===== src/dopc_pkg.sv =====
/*
  Package for the digital output protection controller: register map, field layout,
  reset values, drive kinds, protection state codes and timing figures.
  Assumes a 100 MHz core clock and a 32-bit Avalon-MM register port.
*/
package dopc_pkg;

  // Register byte addresses, one aligned word each
  localparam logic [5:0] ADDR_INT_CFG   = 6'h00;
  localparam logic [5:0] ADDR_EXT_CFG   = 6'h04;
  localparam logic [5:0] ADDR_PIN_CFG1  = 6'h08;
  localparam logic [5:0] ADDR_PIN_CFG2  = 6'h0C;
  localparam logic [5:0] ADDR_ALERT     = 6'h10;
  localparam logic [5:0] ADDR_DIAG_SEL  = 6'h14;
  localparam logic [5:0] ADDR_CONV_CTRL = 6'h18;
  localparam logic [5:0] ADDR_STATE     = 6'h1C;
  localparam logic [1:0] ADDR_RES_PAGE  = 2'h2;   // 0x20..0x2C, one result per slot

  // Output configuration word, same layout for the internal and the external drive
  localparam int CFG_W        = 11;
  localparam int CFG_MODE_LSB = 0;
  localparam int CFG_MODE_W   = 3;
  localparam int CFG_SRC_BIT  = 3;
  localparam int CFG_DATA_BIT = 4;
  localparam int CFG_T1_LSB   = 5;
  localparam int CFG_T2_LSB   = 8;
  localparam int CFG_T_W      = 3;
  localparam logic [CFG_W-1:0] CFG_RST = 11'h000;

  // Drive kinds held in the mode field
  localparam logic [2:0] MODE_DIS   = 3'h0;
  localparam logic [2:0] MODE_SRC   = 3'h1;
  localparam logic [2:0] MODE_SNK   = 3'h2;
  localparam logic [2:0] MODE_PP    = 3'h3;
  localparam logic [2:0] MODE_SRC_D = 3'h4;    // Source with smart diode, external only

  // Pin configuration
  localparam logic [15:0] PIN_CFG_RST   = 16'h0000;
  localparam logic [15:0] PIN_CFG_LEVEL = 16'h0004;

  // Alert status bit positions
  localparam int ALERT_W      = 5;
  localparam int ALERT_THERM  = 0;
  localparam int ALERT_INT_SC = 1;
  localparam int ALERT_EXT_SC = 2;
  localparam int ALERT_INT_TO = 3;
  localparam int ALERT_EXT_TO = 4;

  // Diagnostics
  localparam logic [15:0] DIAG_SEL_RST  = 16'h0000;
  localparam logic [3:0]  DIAG_SEL_CUR  = 4'h5;  // Slot measures output current
  localparam logic [15:0] CONV_CTRL_RST = 16'h0000;

  // Protection timer unit
  localparam int CLK_MHZ    = 100;
  localparam int T_UNIT_US  = 10;
  localparam int T_UNIT_CYC = T_UNIT_US * CLK_MHZ;

  typedef enum logic [4:0] {
    DOPC_OFF  = 5'h01,
    DOPC_T1   = 5'h02,
    DOPC_NORM = 5'h04,
    DOPC_T2   = 5'h08,
    DOPC_TOUT = 5'h10
  } dopc_state_e;

endpackage

===== src/dopc_ctrl.sv =====
/*
  Digital output protection controller: internal and external drive sequencing,
  two-stage short-circuit timing, thermal shutdown, alert flags, diagnostic slot
  routing and an Avalon-MM register slave.
  Assumes comparator and pin inputs are asynchronous and the diagnostic results
  arrive on the core clock.
*/
`timescale 1ns/1ps

// Contract
// Smart-diode source mode drives the diode gate to switch the series FET on.
// Internal mode selects disabled, source, sink or push-pull; push-pull uses both FETs.
// Source-select bit picks serial data bit or control pin as output level.
// Push-pull never uses the high-current phase, internal or external.
// Serial bit 1 turns the FET on; in push-pull 0 drives low, 1 high.
// Host sets the data bit in a later write after configuring.
// Second pin config 0x0004 hands internal level to its control pin.
// Host disables the mode before changing to another drive kind.
// Enabled internal output has thermal shutdown; overheating sets its flag.
// Internal output switches back on once cooled to re-enable point.
// External short sets the external short flag and the alert pin.
// Internal short sets the internal short flag and the alert pin.
// T1 starts when the FET is switched on, short or not.
// Short during T1 keeps FET on at high limit, no alert.
// T2 starts after T1 only on a short; FET stays on at low limit.
// Short persisting at end of T2 disables FET and sets timeout flag.
// Timeout disable shows as disabled mode in the configuration readback.
// T1 and T2 programmable per output; T1 code zero bypasses T1.
// Host recovers by clearing data, rewriting mode, then setting data.
// External current sense: slot 0 sinking, slot 1 sourcing.
// Host enables slot 0 whenever slot 1 senses external sourcing.
// Internal current sense: slot 2 sinking, slot 3 sourcing; results readable.
// Host enables slot 2 whenever slot 3 senses internal sourcing.
// External mode selects source, sink, push-pull or disabled.
// First pin config 0x0004 hands external level to its control pin.
// Per-output state machine off, T1, normal, T2, timed-out with decoded counts.
// Alert flags stay until written one; alert pin active while any set.
module dopc_ctrl #(
  parameter int T_UNIT_CYC = dopc_pkg::T_UNIT_CYC
) (
  input  wire logic        i_ref_clk,
  input  wire logic        i_sys_rst,
  input  wire logic [5:0]  i_address,
  input  wire logic        i_read,
  input  wire logic        i_write,
  input  wire logic [31:0] i_writedata,
  input  wire logic [3:0]  i_byteenable,
  output logic      [31:0] o_readdata,
  output logic             o_waitrequest,
  input  wire logic        i_int_ctrl_pin,
  input  wire logic        i_ext_ctrl_pin,
  input  wire logic        i_int_short,
  input  wire logic        i_ext_short,
  input  wire logic        i_therm_hot,
  input  wire logic        i_therm_cool,
  input  wire logic [63:0] i_diag_result,
  output logic             o_int_src_on,
  output logic             o_int_snk_on,
  output logic             o_int_hi_limit,
  output logic             o_ext_src_on,
  output logic             o_ext_snk_on,
  output logic             o_ext_hi_limit,
  output logic             o_smart_diode_gate,
  output logic             o_alert_n,
  output logic [3:0]       o_diag_cur_sense
);

  // Longest low-limit time must fit the 16-bit protection timer
  if (T_UNIT_CYC < 1 || T_UNIT_CYC * 8 > 65535) begin : g_bad_unit
    $error("dopc_ctrl: T_UNIT_CYC out of range");
  end

  // Two-stage synchronisers for pins and analog comparators
  logic [5:0] sync1_r;
  logic [5:0] sync2_r;
  always_ff @(posedge i_ref_clk) begin
    if (i_sys_rst) begin
      sync1_r <= 6'h00;
      sync2_r <= 6'h00;
    end else begin
      sync1_r <= {i_therm_cool, i_therm_hot, i_ext_short, i_int_short, i_ext_ctrl_pin, i_int_ctrl_pin};
      sync2_r <= sync1_r;
    end
  end
  wire logic [1:0] pin_s   = sync2_r[1:0];
  wire logic [1:0] short_s = sync2_r[3:2];
  wire logic       hot_s   = sync2_r[4];
  wire logic       cool_s  = sync2_r[5];

  // Bus handshake: one wait cycle, then the access completes
  logic        wait_r;
  logic [31:0] rdata_r;
  wire  logic  req    = i_read | i_write;
  wire  logic  wr_go  = i_write & ~wait_r;
  wire  logic [15:0] bmask = {{8{i_byteenable[1]}}, {8{i_byteenable[0]}}};

  function automatic logic [15:0] merge16(input logic [15:0] old, input logic [15:0] nw, input logic [15:0] m);
    merge16 = (old & ~m) | (nw & m);
  endfunction

  // Software registers
  logic [dopc_pkg::CFG_W-1:0]   cfg_r [2];
  logic [15:0]                  pin_cfg_r [2];
  logic [dopc_pkg::ALERT_W-1:0] alert_r;
  logic [15:0]                  diag_sel_r;
  logic [15:0]                  conv_ctrl_r;
  logic                         therm_off_r;
  dopc_pkg::dopc_state_e        st_r [2];

  wire logic [1:0] wr_cfg = {wr_go & (i_address == dopc_pkg::ADDR_EXT_CFG),
                             wr_go & (i_address == dopc_pkg::ADDR_INT_CFG)};
  wire logic [1:0] wr_pin = {wr_go & (i_address == dopc_pkg::ADDR_PIN_CFG1),
                             wr_go & (i_address == dopc_pkg::ADDR_PIN_CFG2)};
  wire logic wr_alert = wr_go & (i_address == dopc_pkg::ADDR_ALERT);
  wire logic wr_diag  = wr_go & (i_address == dopc_pkg::ADDR_DIAG_SEL);
  wire logic wr_conv  = wr_go & (i_address == dopc_pkg::ADDR_CONV_CTRL);

  // Per-output events and drive flops
  logic [1:0] short_ev;
  logic [1:0] tout_ev;
  logic [3:0] drv_r [2];
  logic [1:0] int_en_w;
  wire  logic int_en    = int_en_w[0];
  wire  logic therm_ev  = int_en & hot_s & ~therm_off_r;

  // Channel 0 is the internal drive, channel 1 the external drive
  for (genvar ch = 0; ch < 2; ch++) begin : g_out
    wire logic [2:0] mode = cfg_r[ch][dopc_pkg::CFG_MODE_LSB +: dopc_pkg::CFG_MODE_W];
    wire logic [2:0] t1   = cfg_r[ch][dopc_pkg::CFG_T1_LSB +: dopc_pkg::CFG_T_W];
    wire logic [2:0] t2   = cfg_r[ch][dopc_pkg::CFG_T2_LSB +: dopc_pkg::CFG_T_W];
    wire logic pin_ok  = (pin_cfg_r[ch] == dopc_pkg::PIN_CFG_LEVEL);
    wire logic [15:0] cfg_wr = merge16(16'(cfg_r[ch]), i_writedata[15:0], bmask);
    wire logic level   = cfg_r[ch][dopc_pkg::CFG_SRC_BIT] ? (pin_ok & pin_s[ch])
                                                           : cfg_r[ch][dopc_pkg::CFG_DATA_BIT];
    wire logic is_pp   = (mode == dopc_pkg::MODE_PP);
    wire logic is_srcd = (ch == 1) && (mode == dopc_pkg::MODE_SRC_D);
    wire logic is_src  = (mode == dopc_pkg::MODE_SRC) | is_srcd;
    wire logic is_snk  = (mode == dopc_pkg::MODE_SNK);
    wire logic en      = is_pp | is_src | is_snk;
    // Thermal trip only holds back the internal drive
    wire logic hold    = (ch == 0) & therm_off_r;
    // Push-pull is powered whenever enabled and not thermally held, level picks the FET
    wire logic drv_req = en & ~hold & (is_pp | level);
    wire logic [15:0] t1_cyc = 16'(t1 * T_UNIT_CYC);
    wire logic [15:0] t2_cyc = 16'((t2 + 3'h1) * T_UNIT_CYC);
    wire logic active  = (st_r[ch] == dopc_pkg::DOPC_T1) | (st_r[ch] == dopc_pkg::DOPC_NORM) |
                         (st_r[ch] == dopc_pkg::DOPC_T2);

    logic [15:0]           cnt_r;
    logic [15:0]           cnt_nxt;
    dopc_pkg::dopc_state_e st_nxt;
    logic                  sev;
    logic                  tev;

    assign int_en_w[ch] = en;
    assign short_ev[ch] = sev;
    assign tout_ev[ch]  = tev;

    // Protection sequencing: off, high-limit T1, normal, low-limit T2, timed out
    always_comb begin
      st_nxt  = st_r[ch];
      cnt_nxt = (cnt_r != 16'h0000) ? cnt_r - 16'h0001 : cnt_r;
      sev     = 1'b0;
      tev     = 1'b0;
      case (st_r[ch])
        dopc_pkg::DOPC_OFF: begin
          if (drv_req) begin
            if (is_pp || t1 == 3'h0) begin
              st_nxt = dopc_pkg::DOPC_NORM;
            end else begin
              st_nxt  = dopc_pkg::DOPC_T1;
              cnt_nxt = t1_cyc - 16'h0001;
            end
          end
        end
        dopc_pkg::DOPC_T1: begin
          // Shorts are ridden through at the high limit, silently
          if (!drv_req) begin
            st_nxt = dopc_pkg::DOPC_OFF;
          end else if (cnt_r == 16'h0000) begin
            st_nxt = dopc_pkg::DOPC_NORM;
          end
        end
        dopc_pkg::DOPC_NORM: begin
          if (!drv_req) begin
            st_nxt = dopc_pkg::DOPC_OFF;
          end else if (short_s[ch]) begin
            st_nxt  = dopc_pkg::DOPC_T2;
            cnt_nxt = t2_cyc - 16'h0001;
            sev     = 1'b1;
          end
        end
        dopc_pkg::DOPC_T2: begin
          if (!drv_req) begin
            st_nxt = dopc_pkg::DOPC_OFF;
          end else if (!short_s[ch]) begin
            st_nxt = dopc_pkg::DOPC_NORM;
          end else if (cnt_r == 16'h0000) begin
            st_nxt = dopc_pkg::DOPC_TOUT;
            tev    = 1'b1;
          end
        end
        dopc_pkg::DOPC_TOUT: begin
          // Stays off until the level is taken low
          if (!level) begin
            st_nxt = dopc_pkg::DOPC_OFF;
          end
        end
        default: st_nxt = dopc_pkg::DOPC_OFF;
      endcase
    end

    // State, timer and drive outputs
    always_ff @(posedge i_ref_clk) begin
      if (i_sys_rst) begin
        st_r[ch] <= dopc_pkg::DOPC_OFF;
        cnt_r    <= 16'h0000;
        drv_r[ch] <= 4'h0;
      end else begin
        st_r[ch] <= st_nxt;
        cnt_r    <= cnt_nxt;
        drv_r[ch] <= {active & is_srcd,
                      active & (is_src | is_snk) & (st_r[ch] == dopc_pkg::DOPC_T1),
                      active & (is_pp ? ~level : is_snk),
                      active & (is_pp ? level : is_src)};
      end
    end

    // Configuration: a timeout clears the mode, winning over a same-cycle write
    always_ff @(posedge i_ref_clk) begin
      if (i_sys_rst) begin
        cfg_r[ch]     <= dopc_pkg::CFG_RST;
        pin_cfg_r[ch] <= dopc_pkg::PIN_CFG_RST;
      end else begin
        if (tev) begin
          cfg_r[ch][dopc_pkg::CFG_MODE_LSB +: dopc_pkg::CFG_MODE_W] <= dopc_pkg::MODE_DIS;
        end else if (wr_cfg[ch]) begin
          cfg_r[ch] <= cfg_wr[dopc_pkg::CFG_W-1:0];
        end
        if (wr_pin[ch]) begin
          pin_cfg_r[ch] <= merge16(pin_cfg_r[ch], i_writedata[15:0], bmask);
        end
      end
    end
  end

  // Diagnostic slot routing: slots 0/1 external sink/source, 2/3 internal
  logic [3:0] sense_r;
  for (genvar s = 0; s < 4; s++) begin : g_diag
    always_ff @(posedge i_ref_clk) begin
      if (i_sys_rst) begin
        sense_r[s] <= 1'b0;
      end else begin
        sense_r[s] <= conv_ctrl_r[s] & (diag_sel_r[4*s +: 4] == dopc_pkg::DIAG_SEL_CUR);
      end
    end
  end

  // Thermal trip latch, released at the cool point or on disable
  wire logic therm_nxt = int_en & (hot_s | (therm_off_r & ~cool_s));

  // Sticky alerts: a new event beats a same-cycle write-one clear
  wire logic [dopc_pkg::ALERT_W-1:0] alert_ev = {tout_ev[1], tout_ev[0], short_ev[1], short_ev[0], therm_ev};
  wire logic [dopc_pkg::ALERT_W-1:0] alert_clr = wr_alert & i_byteenable[0] ?
                                                 i_writedata[dopc_pkg::ALERT_W-1:0] : 5'h00;
  wire logic [dopc_pkg::ALERT_W-1:0] alert_nxt = (alert_r & ~alert_clr) | alert_ev;

  always_ff @(posedge i_ref_clk) begin
    if (i_sys_rst) begin
      alert_r     <= 5'h00;
      therm_off_r <= 1'b0;
      o_alert_n   <= 1'b1;
      diag_sel_r  <= dopc_pkg::DIAG_SEL_RST;
      conv_ctrl_r <= dopc_pkg::CONV_CTRL_RST;
    end else begin
      alert_r     <= alert_nxt;
      therm_off_r <= therm_nxt;
      o_alert_n   <= ~|alert_nxt;
      if (wr_diag) begin
        diag_sel_r <= merge16(diag_sel_r, i_writedata[15:0], bmask);
      end
      if (wr_conv) begin
        conv_ctrl_r <= merge16(conv_ctrl_r, i_writedata[15:0], bmask);
      end
    end
  end

  // Read mux; unmapped addresses read zero
  wire logic [15:0] diag_res = i_diag_result[16*i_address[3:2] +: 16];
  wire logic [31:0] status_w = {21'h00_0000, therm_off_r, st_r[1], st_r[0]};
  wire logic [31:0] rd_mux =
    (i_address == dopc_pkg::ADDR_INT_CFG)    ? 32'(cfg_r[0]) :
    (i_address == dopc_pkg::ADDR_EXT_CFG)    ? 32'(cfg_r[1]) :
    (i_address == dopc_pkg::ADDR_PIN_CFG1)   ? 32'(pin_cfg_r[1]) :
    (i_address == dopc_pkg::ADDR_PIN_CFG2)   ? 32'(pin_cfg_r[0]) :
    (i_address == dopc_pkg::ADDR_ALERT)      ? 32'(alert_r) :
    (i_address == dopc_pkg::ADDR_DIAG_SEL)   ? 32'(diag_sel_r) :
    (i_address == dopc_pkg::ADDR_CONV_CTRL)  ? 32'(conv_ctrl_r) :
    (i_address == dopc_pkg::ADDR_STATE)      ? status_w :
    (i_address[5:4] == dopc_pkg::ADDR_RES_PAGE) ? 32'(diag_res) :
                                               32'h0000_0000;

  // Bus slave: wait drops for one cycle per access, data captured with it
  always_ff @(posedge i_ref_clk) begin
    if (i_sys_rst) begin
      wait_r  <= 1'b1;
      rdata_r <= 32'h0000_0000;
    end else begin
      wait_r <= ~(req & wait_r);
      if (i_read & wait_r) begin
        rdata_r <= rd_mux;
      end
    end
  end

  assign o_waitrequest      = wait_r;
  assign o_readdata         = rdata_r;
  assign o_int_src_on       = drv_r[0][0];
  assign o_int_snk_on       = drv_r[0][1];
  assign o_int_hi_limit     = drv_r[0][2];
  assign o_ext_src_on       = drv_r[1][0];
  assign o_ext_snk_on       = drv_r[1][1];
  assign o_ext_hi_limit     = drv_r[1][2];
  assign o_smart_diode_gate = drv_r[1][3];
  assign o_diag_cur_sense   = sense_r;

endmodule // dopc_ctrl


===== config.mk =====
export PLATFORM = sky130hd
export DESIGN_NAME = dopc_ctrl
export DESIGN_NICKNAME = d
export VERILOG_FILES = /design/src/dopc_pkg.sv /design/src/dopc_ctrl.sv
export SDC_FILE = /design/constraint.sdc
export NUM_CORES = 1
export LEC_CHECK = 0
export ABC_AREA = 0
export BUFFER_PORTS_ARGS = -buffer_cell sky130_fd_sc_hd__buf_2
export CAP_MARGIN = 20
export CORE_MARGIN = 5
export CORE_UTILIZATION = 50
export CTS_CLUSTER_SIZE = 12
export DETAILED_ROUTE_END_ITERATION = 7
export GPL_TIMING_DRIVEN = 0
export PLACE_DENSITY = 0.8
export SYNTH_ARGS = -nofsm -noshare
export SYNTH_HDL_FRONTEND = slang
export SYNTH_SLANG_ARGS = --single-unit

===== constraint.sdc =====
create_clock -name i_ref_clk -period 12.8 [get_ports i_ref_clk]
set_input_delay 2.56 -clock i_ref_clk [delete_from_list [all_inputs] [get_ports i_ref_clk]]
set_output_delay 2.56 -clock i_ref_clk [all_outputs]
set_load 0.02 [all_outputs]

==> Word-level counts from Yosys, hierarchy flattened <==
Memories as Yosys holds them, arrays and structs flattened.
Cells that the tools add are included.
{ "op_classes": {"add_sub_neg": 8, "n_shift": 1, "n_mux": 99, "bitwise_logic": 83, "n_mul": 4, "reduce_logical": 11, "n_eq_ne": 31} }
{ "ops": {"columns": ["operator", "n"], "rows": [
  ["16-bit two-way mux", 21],
  ["5-bit two-way mux", 21],
  ["16-bit AND", 5],
  ["16-bit bitwise OR", 4],
  ["16-bit one-hot mux with 2 select lines", 2],
  ["64-bit by 7-bit variable part select with 16-bit output", 1],
  ["5-bit one-hot mux with 5 select lines", 2],
  ["1-bit two-way mux", 43],
  ["1-bit AND", 33],
  ["16-bit by 3-bit == test with 1-bit output, second input constant", 2],
  ["16-bit logical NOT", 2],
  ["16-bit nonzero test", 2],
  ["16-bit by 1-bit subtractor with 16-bit output, second input constant", 2],
  ["14-bit by 1-bit subtractor with 15-bit output, second input constant", 2],
  ["13-bit by 1-bit subtractor with 14-bit output, second input constant", 2],
  ["1-bit bitwise OR", 27],
  ["6-bit by 5-bit == test with 1-bit output, second input constant", 4],
  ["11-bit AND", 2],
  ["4-bit by 7-bit multiplier with 11-bit output, second input constant", 2],
  ["11-bit bitwise OR", 2],
  ["3-bit by 7-bit multiplier with 10-bit output, second input constant", 2],
  ["3-bit two-way mux", 6],
  ["4-bit by 3-bit == test with 1-bit output, second input constant", 4],
  ["8-bit two-way mux", 2],
  ["other kinds (23)", 42]
]} }
{ "word_totals": {"memories": 4, "inputBits": 116, "reg_bits": 120, "mem_bits_rw": 72} }
{ "memory_table": {"columns": ["memory", "words", "word_bits", "read_ports", "rd_clocked_by_memory_dff", "wr", "line_no", "text"], "rows": [
  ["pin_cfg_r", 2, 16, 2, 0, 2, "dopc_ctrl.sv:103", "logic [15:0] pin_cfg_r [2];"],
  ["cfg_r", 2, 11, 2, 0, 2, "dopc_ctrl.sv:102", "logic [dopc_pkg::CFG_W-1:0] cfg_r [2];"],
  ["st_r", 2, 5, 2, 0, 2, "dopc_ctrl.sv:108", "dopc_pkg::dopc_state_e st_r [2];"],
  ["drv_r", 2, 4, 2, 0, 2, "dopc_ctrl.sv:121", "logic [3:0] drv_r [2];"]
]} }

==> Logic depth before layout (Yosys ltp) <==
An unclocked memory read counts as a cell.
{ "logic_depth": {"word_depth": 13, "mapped_depth": 16, "mapped_depth_nobuf": 15} }

==> Worst setup path before layout <==
OpenSTA, ideal clock, no wires.
{ "synth_timing": {"path_kind": "input port to flip-flop", "startpoint": "input port i_address[1]", "endpoint": "memory pin_cfg_r[1][0] (enable)", "required_ns": 12.389, "cell_stages": 5, "arrival_ns": 4.719, "setup_ns": 0.411, "setup_slack_ns": 7.670, "cell_sequence": "nor4b_2 nand2b_1 or2_2 clkbuf_1 o21ai_0"} }
{ "synth_lines": {"columns": ["element", "line_no", "text"], "rows": [
  ["from (decl)", "dopc_ctrl.sv:43", "input wire logic [5:0] i_address,"],
  ["to (decl)", "dopc_ctrl.sv:103", null]
]} }

==> parameters.txt <==
Parameter                              Value

Placement
  Post-placement worst setup slack    7.355 ns
  Global placement routability congestion    1.073
  IO buf count    ~120
  DP Area    13160 um2
  Detailed-placement wirelength estimate    approximately 31000 um

Worst setup path
  Critical register-to-register path endpoint    g_out[0].cnt_r[15]
  Data arrival time of the critical path    between 5 and 6 ns
  Sort of element at the end of the critical path    flop
  CP Data Required Time    13.15 ns
  FF-to-FF setup slack    between 7 and 8 ns
  Largest fanout on the critical path    11
  Worst setup SP type    flop
  Reg-to-Reg Start    cfg_r[0][8]
  Path type of the worst setup path    reg2reg
  Number of cells on the worst reg-to-reg path    14

Detailed routing
  Total number of vias    ~12000
  DRC violations left    0
  Total Routed Length    39440 um
  Number of vias per cell after detailed routing    6.329
  Final ANT Viol Nets    0
  1st-iter DRT viols    approximately 1800
  Average wire per standard cell    roughly 21 um
  Number of detailed-route iterations in the first pass    8

Power
  P per Cell Area    around 140 nW/um2
  Overall power consumption    0.001897 W
  Leakage Power    around 5.6 nW
  IR drop worst, VDD    around 90 uV

Final layout
  Share of layout cells above drive strength 1    0.1464
  Number of nets in the final layout    about 1700
  P&R area growth vs syn    13.90%
  Final instance area    13760 um2

Timing
  RSZ-0062 raised after global routing    no
  Tmin final    roughly 5.5 ns
  Setup Viol. Count Final    0
  Largest clock skew in the final design    approximately 0.013 ns
  Smallest hold slack    0.4395 ns
  Count of final hold-check violations    0
  Max transition margin    0.2682
  Total count of max-transition violations in the final report    0
  Setup TNS    0 ns
  Tcrit/Tclk final    0.4271
  Setup slack after layout    about 7.3 ns
  FMAX    roughly 180 MHz
  Slew at the pin closest to its max-slew limit    1.089 ns

Synth
  Synth Instances    between 1000 and 1500
  Number of synthesis warnings    0
  Primary flip-flop cell chosen by synthesis mapping    sky130_fd_sc_hd__dfxtp_1
  Leading area contributor after synthesis    sky130_fd_sc_hd__dfxtp_1
  Area share of the leading cell type in the synthesized netlist    0.2006
  Synthesized area per cell    8.886 um2
  Most used standard cell by instance count after synthesis    sky130_fd_sc_hd__nor2_1
  Asr flop ratio synth    0
  Flip-flop and latch count after synthesis    175
  Count of unique library cells instantiated by Yosys    between 80 and 90
  Most frequent cells after synthesis    135 x sky130_fd_sc_hd__nor2_1, 121 x sky130_fd_sc_hd__dfxtp_1, 97 x sky130_fd_sc_hd__a21oi_1
  Leading cell types by total area after synthesis    sky130_fd_sc_hd__dfxtp_1 20%, sky130_fd_sc_hd__edfxtp_1 13%, sky130_fd_sc_hd__ha_1 6.1%
  Number of enable-type register cells in the synthesized netlist    54
  Share of the yosys chip area belonging to registers    0.3349
  Synthesized cell area    between 10000 and 15000 um2

CTS
  Quantity of hold-fixing buffers added after cts    0
  TritonCTS sink count    ~180
  Cts bufs inserted    17
  Clock latency of the later-clocked register in the worst-skew pair    0.44 ns
  Library cell used as clock root buffer    sky130_fd_sc_hd__clkbuf_16
  Resize count post-CTS    0
  Post-CTS setup repair buffer count    0
  Reg clk slew, reported paths    approximately 0.07 ns
  Max Buffers Root-to-Sink    2
  Number of H-tree branching levels    4
  Clock tree from TritonCTS    yes

GRT
  Maximum number of pins on one net before global-route repair    19
  Initial antenna violation count    1
  Global-route congestion overflow total    0
  Wire length of the first global-routing pass    59040 um
  Total global-route track usage    0.2785
  Vias in the first global route    between 10000 and 15000

Floorplan
  Starting Density    0.5114
  Num ports    around 160
  Placeable core region    roughly 24000 um2
  Placement Rows    56
  Horizontal die dimension    ~170 um
  Total Die Area    ~27000 um2
  Die Ht    around 170 um

Hold path
  Worst Hold Path Cells    1
  Endpoint with the worst hold slack    sync2_r[5]
  Hold path startpoint    sync1_r[5]
  Type of the most critical hold path    reg2reg

Run status
  Run status    finished clean

Flow run
  Max cap viols    0
where the power goes:
| group | switching [W] | internal, W | leakage [nW] |
|---|---|---|---|
| combinational | 0.000383 | 0.000291 | 3.81 |
| clock | 0.000253 | 0.000279 | 0.286 |
| sequential | 0.0000632 | 0.000629 | 1.54 |
layout make-up:
type / instances / area, um2
fill: 2115 / 9857
multi-input combinational: 1057 / 7493
sequential: 175 / 4044
timing repair buffer: 124 / 620.6
clock buffer: 17 / 425.4
tap: 319 / 399.1
buffer: 77 / 359.1
inverter: 65 / 244.0
clock inverter: 15 / 167.7
antenna: 1 / 2.502
through the flow:
step / instances / util
after global routing: 1850 / 0.5826
after detailed placement: 1817 / 0.5573
after global placement: 1817 / 0.5570
final: 1850 / 0.5826
after floorplan: 1374 / -
after CTS: 1849 / 0.5825
cell usage in the layout, fill, tap and decap left out, types with 15 or more instances in the layout:
| cell | instances |
|---|---|
| sky130_fd_sc_hd__a211oi_1 | 16 |
| sky130_fd_sc_hd__a21oi_1 | 97 |
| sky130_fd_sc_hd__a221oi_1 | 15 |
| sky130_fd_sc_hd__a22oi_1 | 16 |
| sky130_fd_sc_hd__buf_2 | 129 |
| sky130_fd_sc_hd__buf_4 | 17 |
| sky130_fd_sc_hd__clkbuf_1 | 47 |
| sky130_fd_sc_hd__clkbuf_16 | 17 |
| sky130_fd_sc_hd__conb_1 | 16 |
| sky130_fd_sc_hd__dfxtp_1 | 121 |
| sky130_fd_sc_hd__edfxtp_1 | 54 |
| sky130_fd_sc_hd__fa_1 | 22 |
| sky130_fd_sc_hd__ha_1 | 59 |
| sky130_fd_sc_hd__inv_1 | 65 |
| sky130_fd_sc_hd__mux2i_1 | 56 |
| sky130_fd_sc_hd__mux4_2 | 16 |
| sky130_fd_sc_hd__nand2_1 | 90 |
| sky130_fd_sc_hd__nand2b_1 | 59 |
| sky130_fd_sc_hd__nand3_1 | 33 |
| sky130_fd_sc_hd__nor2_1 | 135 |
| sky130_fd_sc_hd__nor2b_1 | 35 |
| sky130_fd_sc_hd__nor3_1 | 33 |
| sky130_fd_sc_hd__o21ai_0 | 70 |
| sky130_fd_sc_hd__xnor2_1 | 36 |
| sky130_fd_sc_hd__xor2_1 | 24 |
worst max-delay path by stage:
stage / cells past startpoint / end / slack [ns] / from
after floorplan: 5 / pin_cfg_r[1][0] / 7.67 / i_address[1]
after global routing: 14 / g_out[0].cnt_r[15] / 7.01 / cfg_r[0][8]
final: 14 / g_out[0].cnt_r[15] / 7.33 / cfg_r[0][8]
after detailed placement: 14 / g_out[0].cnt_r[15] / 7.35 / cfg_r[0][8]
after CTS: 14 / g_out[0].cnt_r[15] / 7.35 / cfg_r[0][8]
after global placement: 5 / pin_cfg_r[0][13] / 6.51 / i_address[2]
kinds of logic after synthesis:
family	count (synthesis)	synth area share
AND/OR/NAND/NOR	488	0.2115
XOR/XNOR	60	0.04351
adder cells (fa/ha/maj)	82	0.09843
multiplexers	76	0.07998
other	1	0.0003105
AO/OA/AOI/OAI	335	0.1815
buffers and inverters	142	0.04994
flip-flops	175	0.3349
worst max-delay path: stages, from the launching register on:
cell,delay [ns]
sky130_fd_sc_hd__edfxtp_1,0.71
sky130_fd_sc_hd__inv_1,0.33
sky130_fd_sc_hd__ha_1,0.55
sky130_fd_sc_hd__inv_1,0.13
sky130_fd_sc_hd__fa_1,0.55
sky130_fd_sc_hd__fa_1,0.57
sky130_fd_sc_hd__inv_1,0.04
sky130_fd_sc_hd__ha_1,0.36
sky130_fd_sc_hd__a21o_1,0.23
sky130_fd_sc_hd__a2111oi_0,0.43
sky130_fd_sc_hd__a41oi_1,0.11
sky130_fd_sc_hd__mux2_2,0.32
sky130_fd_sc_hd__or4b_1,0.60
sky130_fd_sc_hd__a221o_1,0.38
sky130_fd_sc_hd__o31ai_1,0.06
layer usage:
layer  track usage  wire length (um)
met2        0.4209             17440
met1        0.3829             15270
met4       0.09449              1323
met5             0                 0
met3       0.08141              5410
Power figures use the tool's default switching activity.
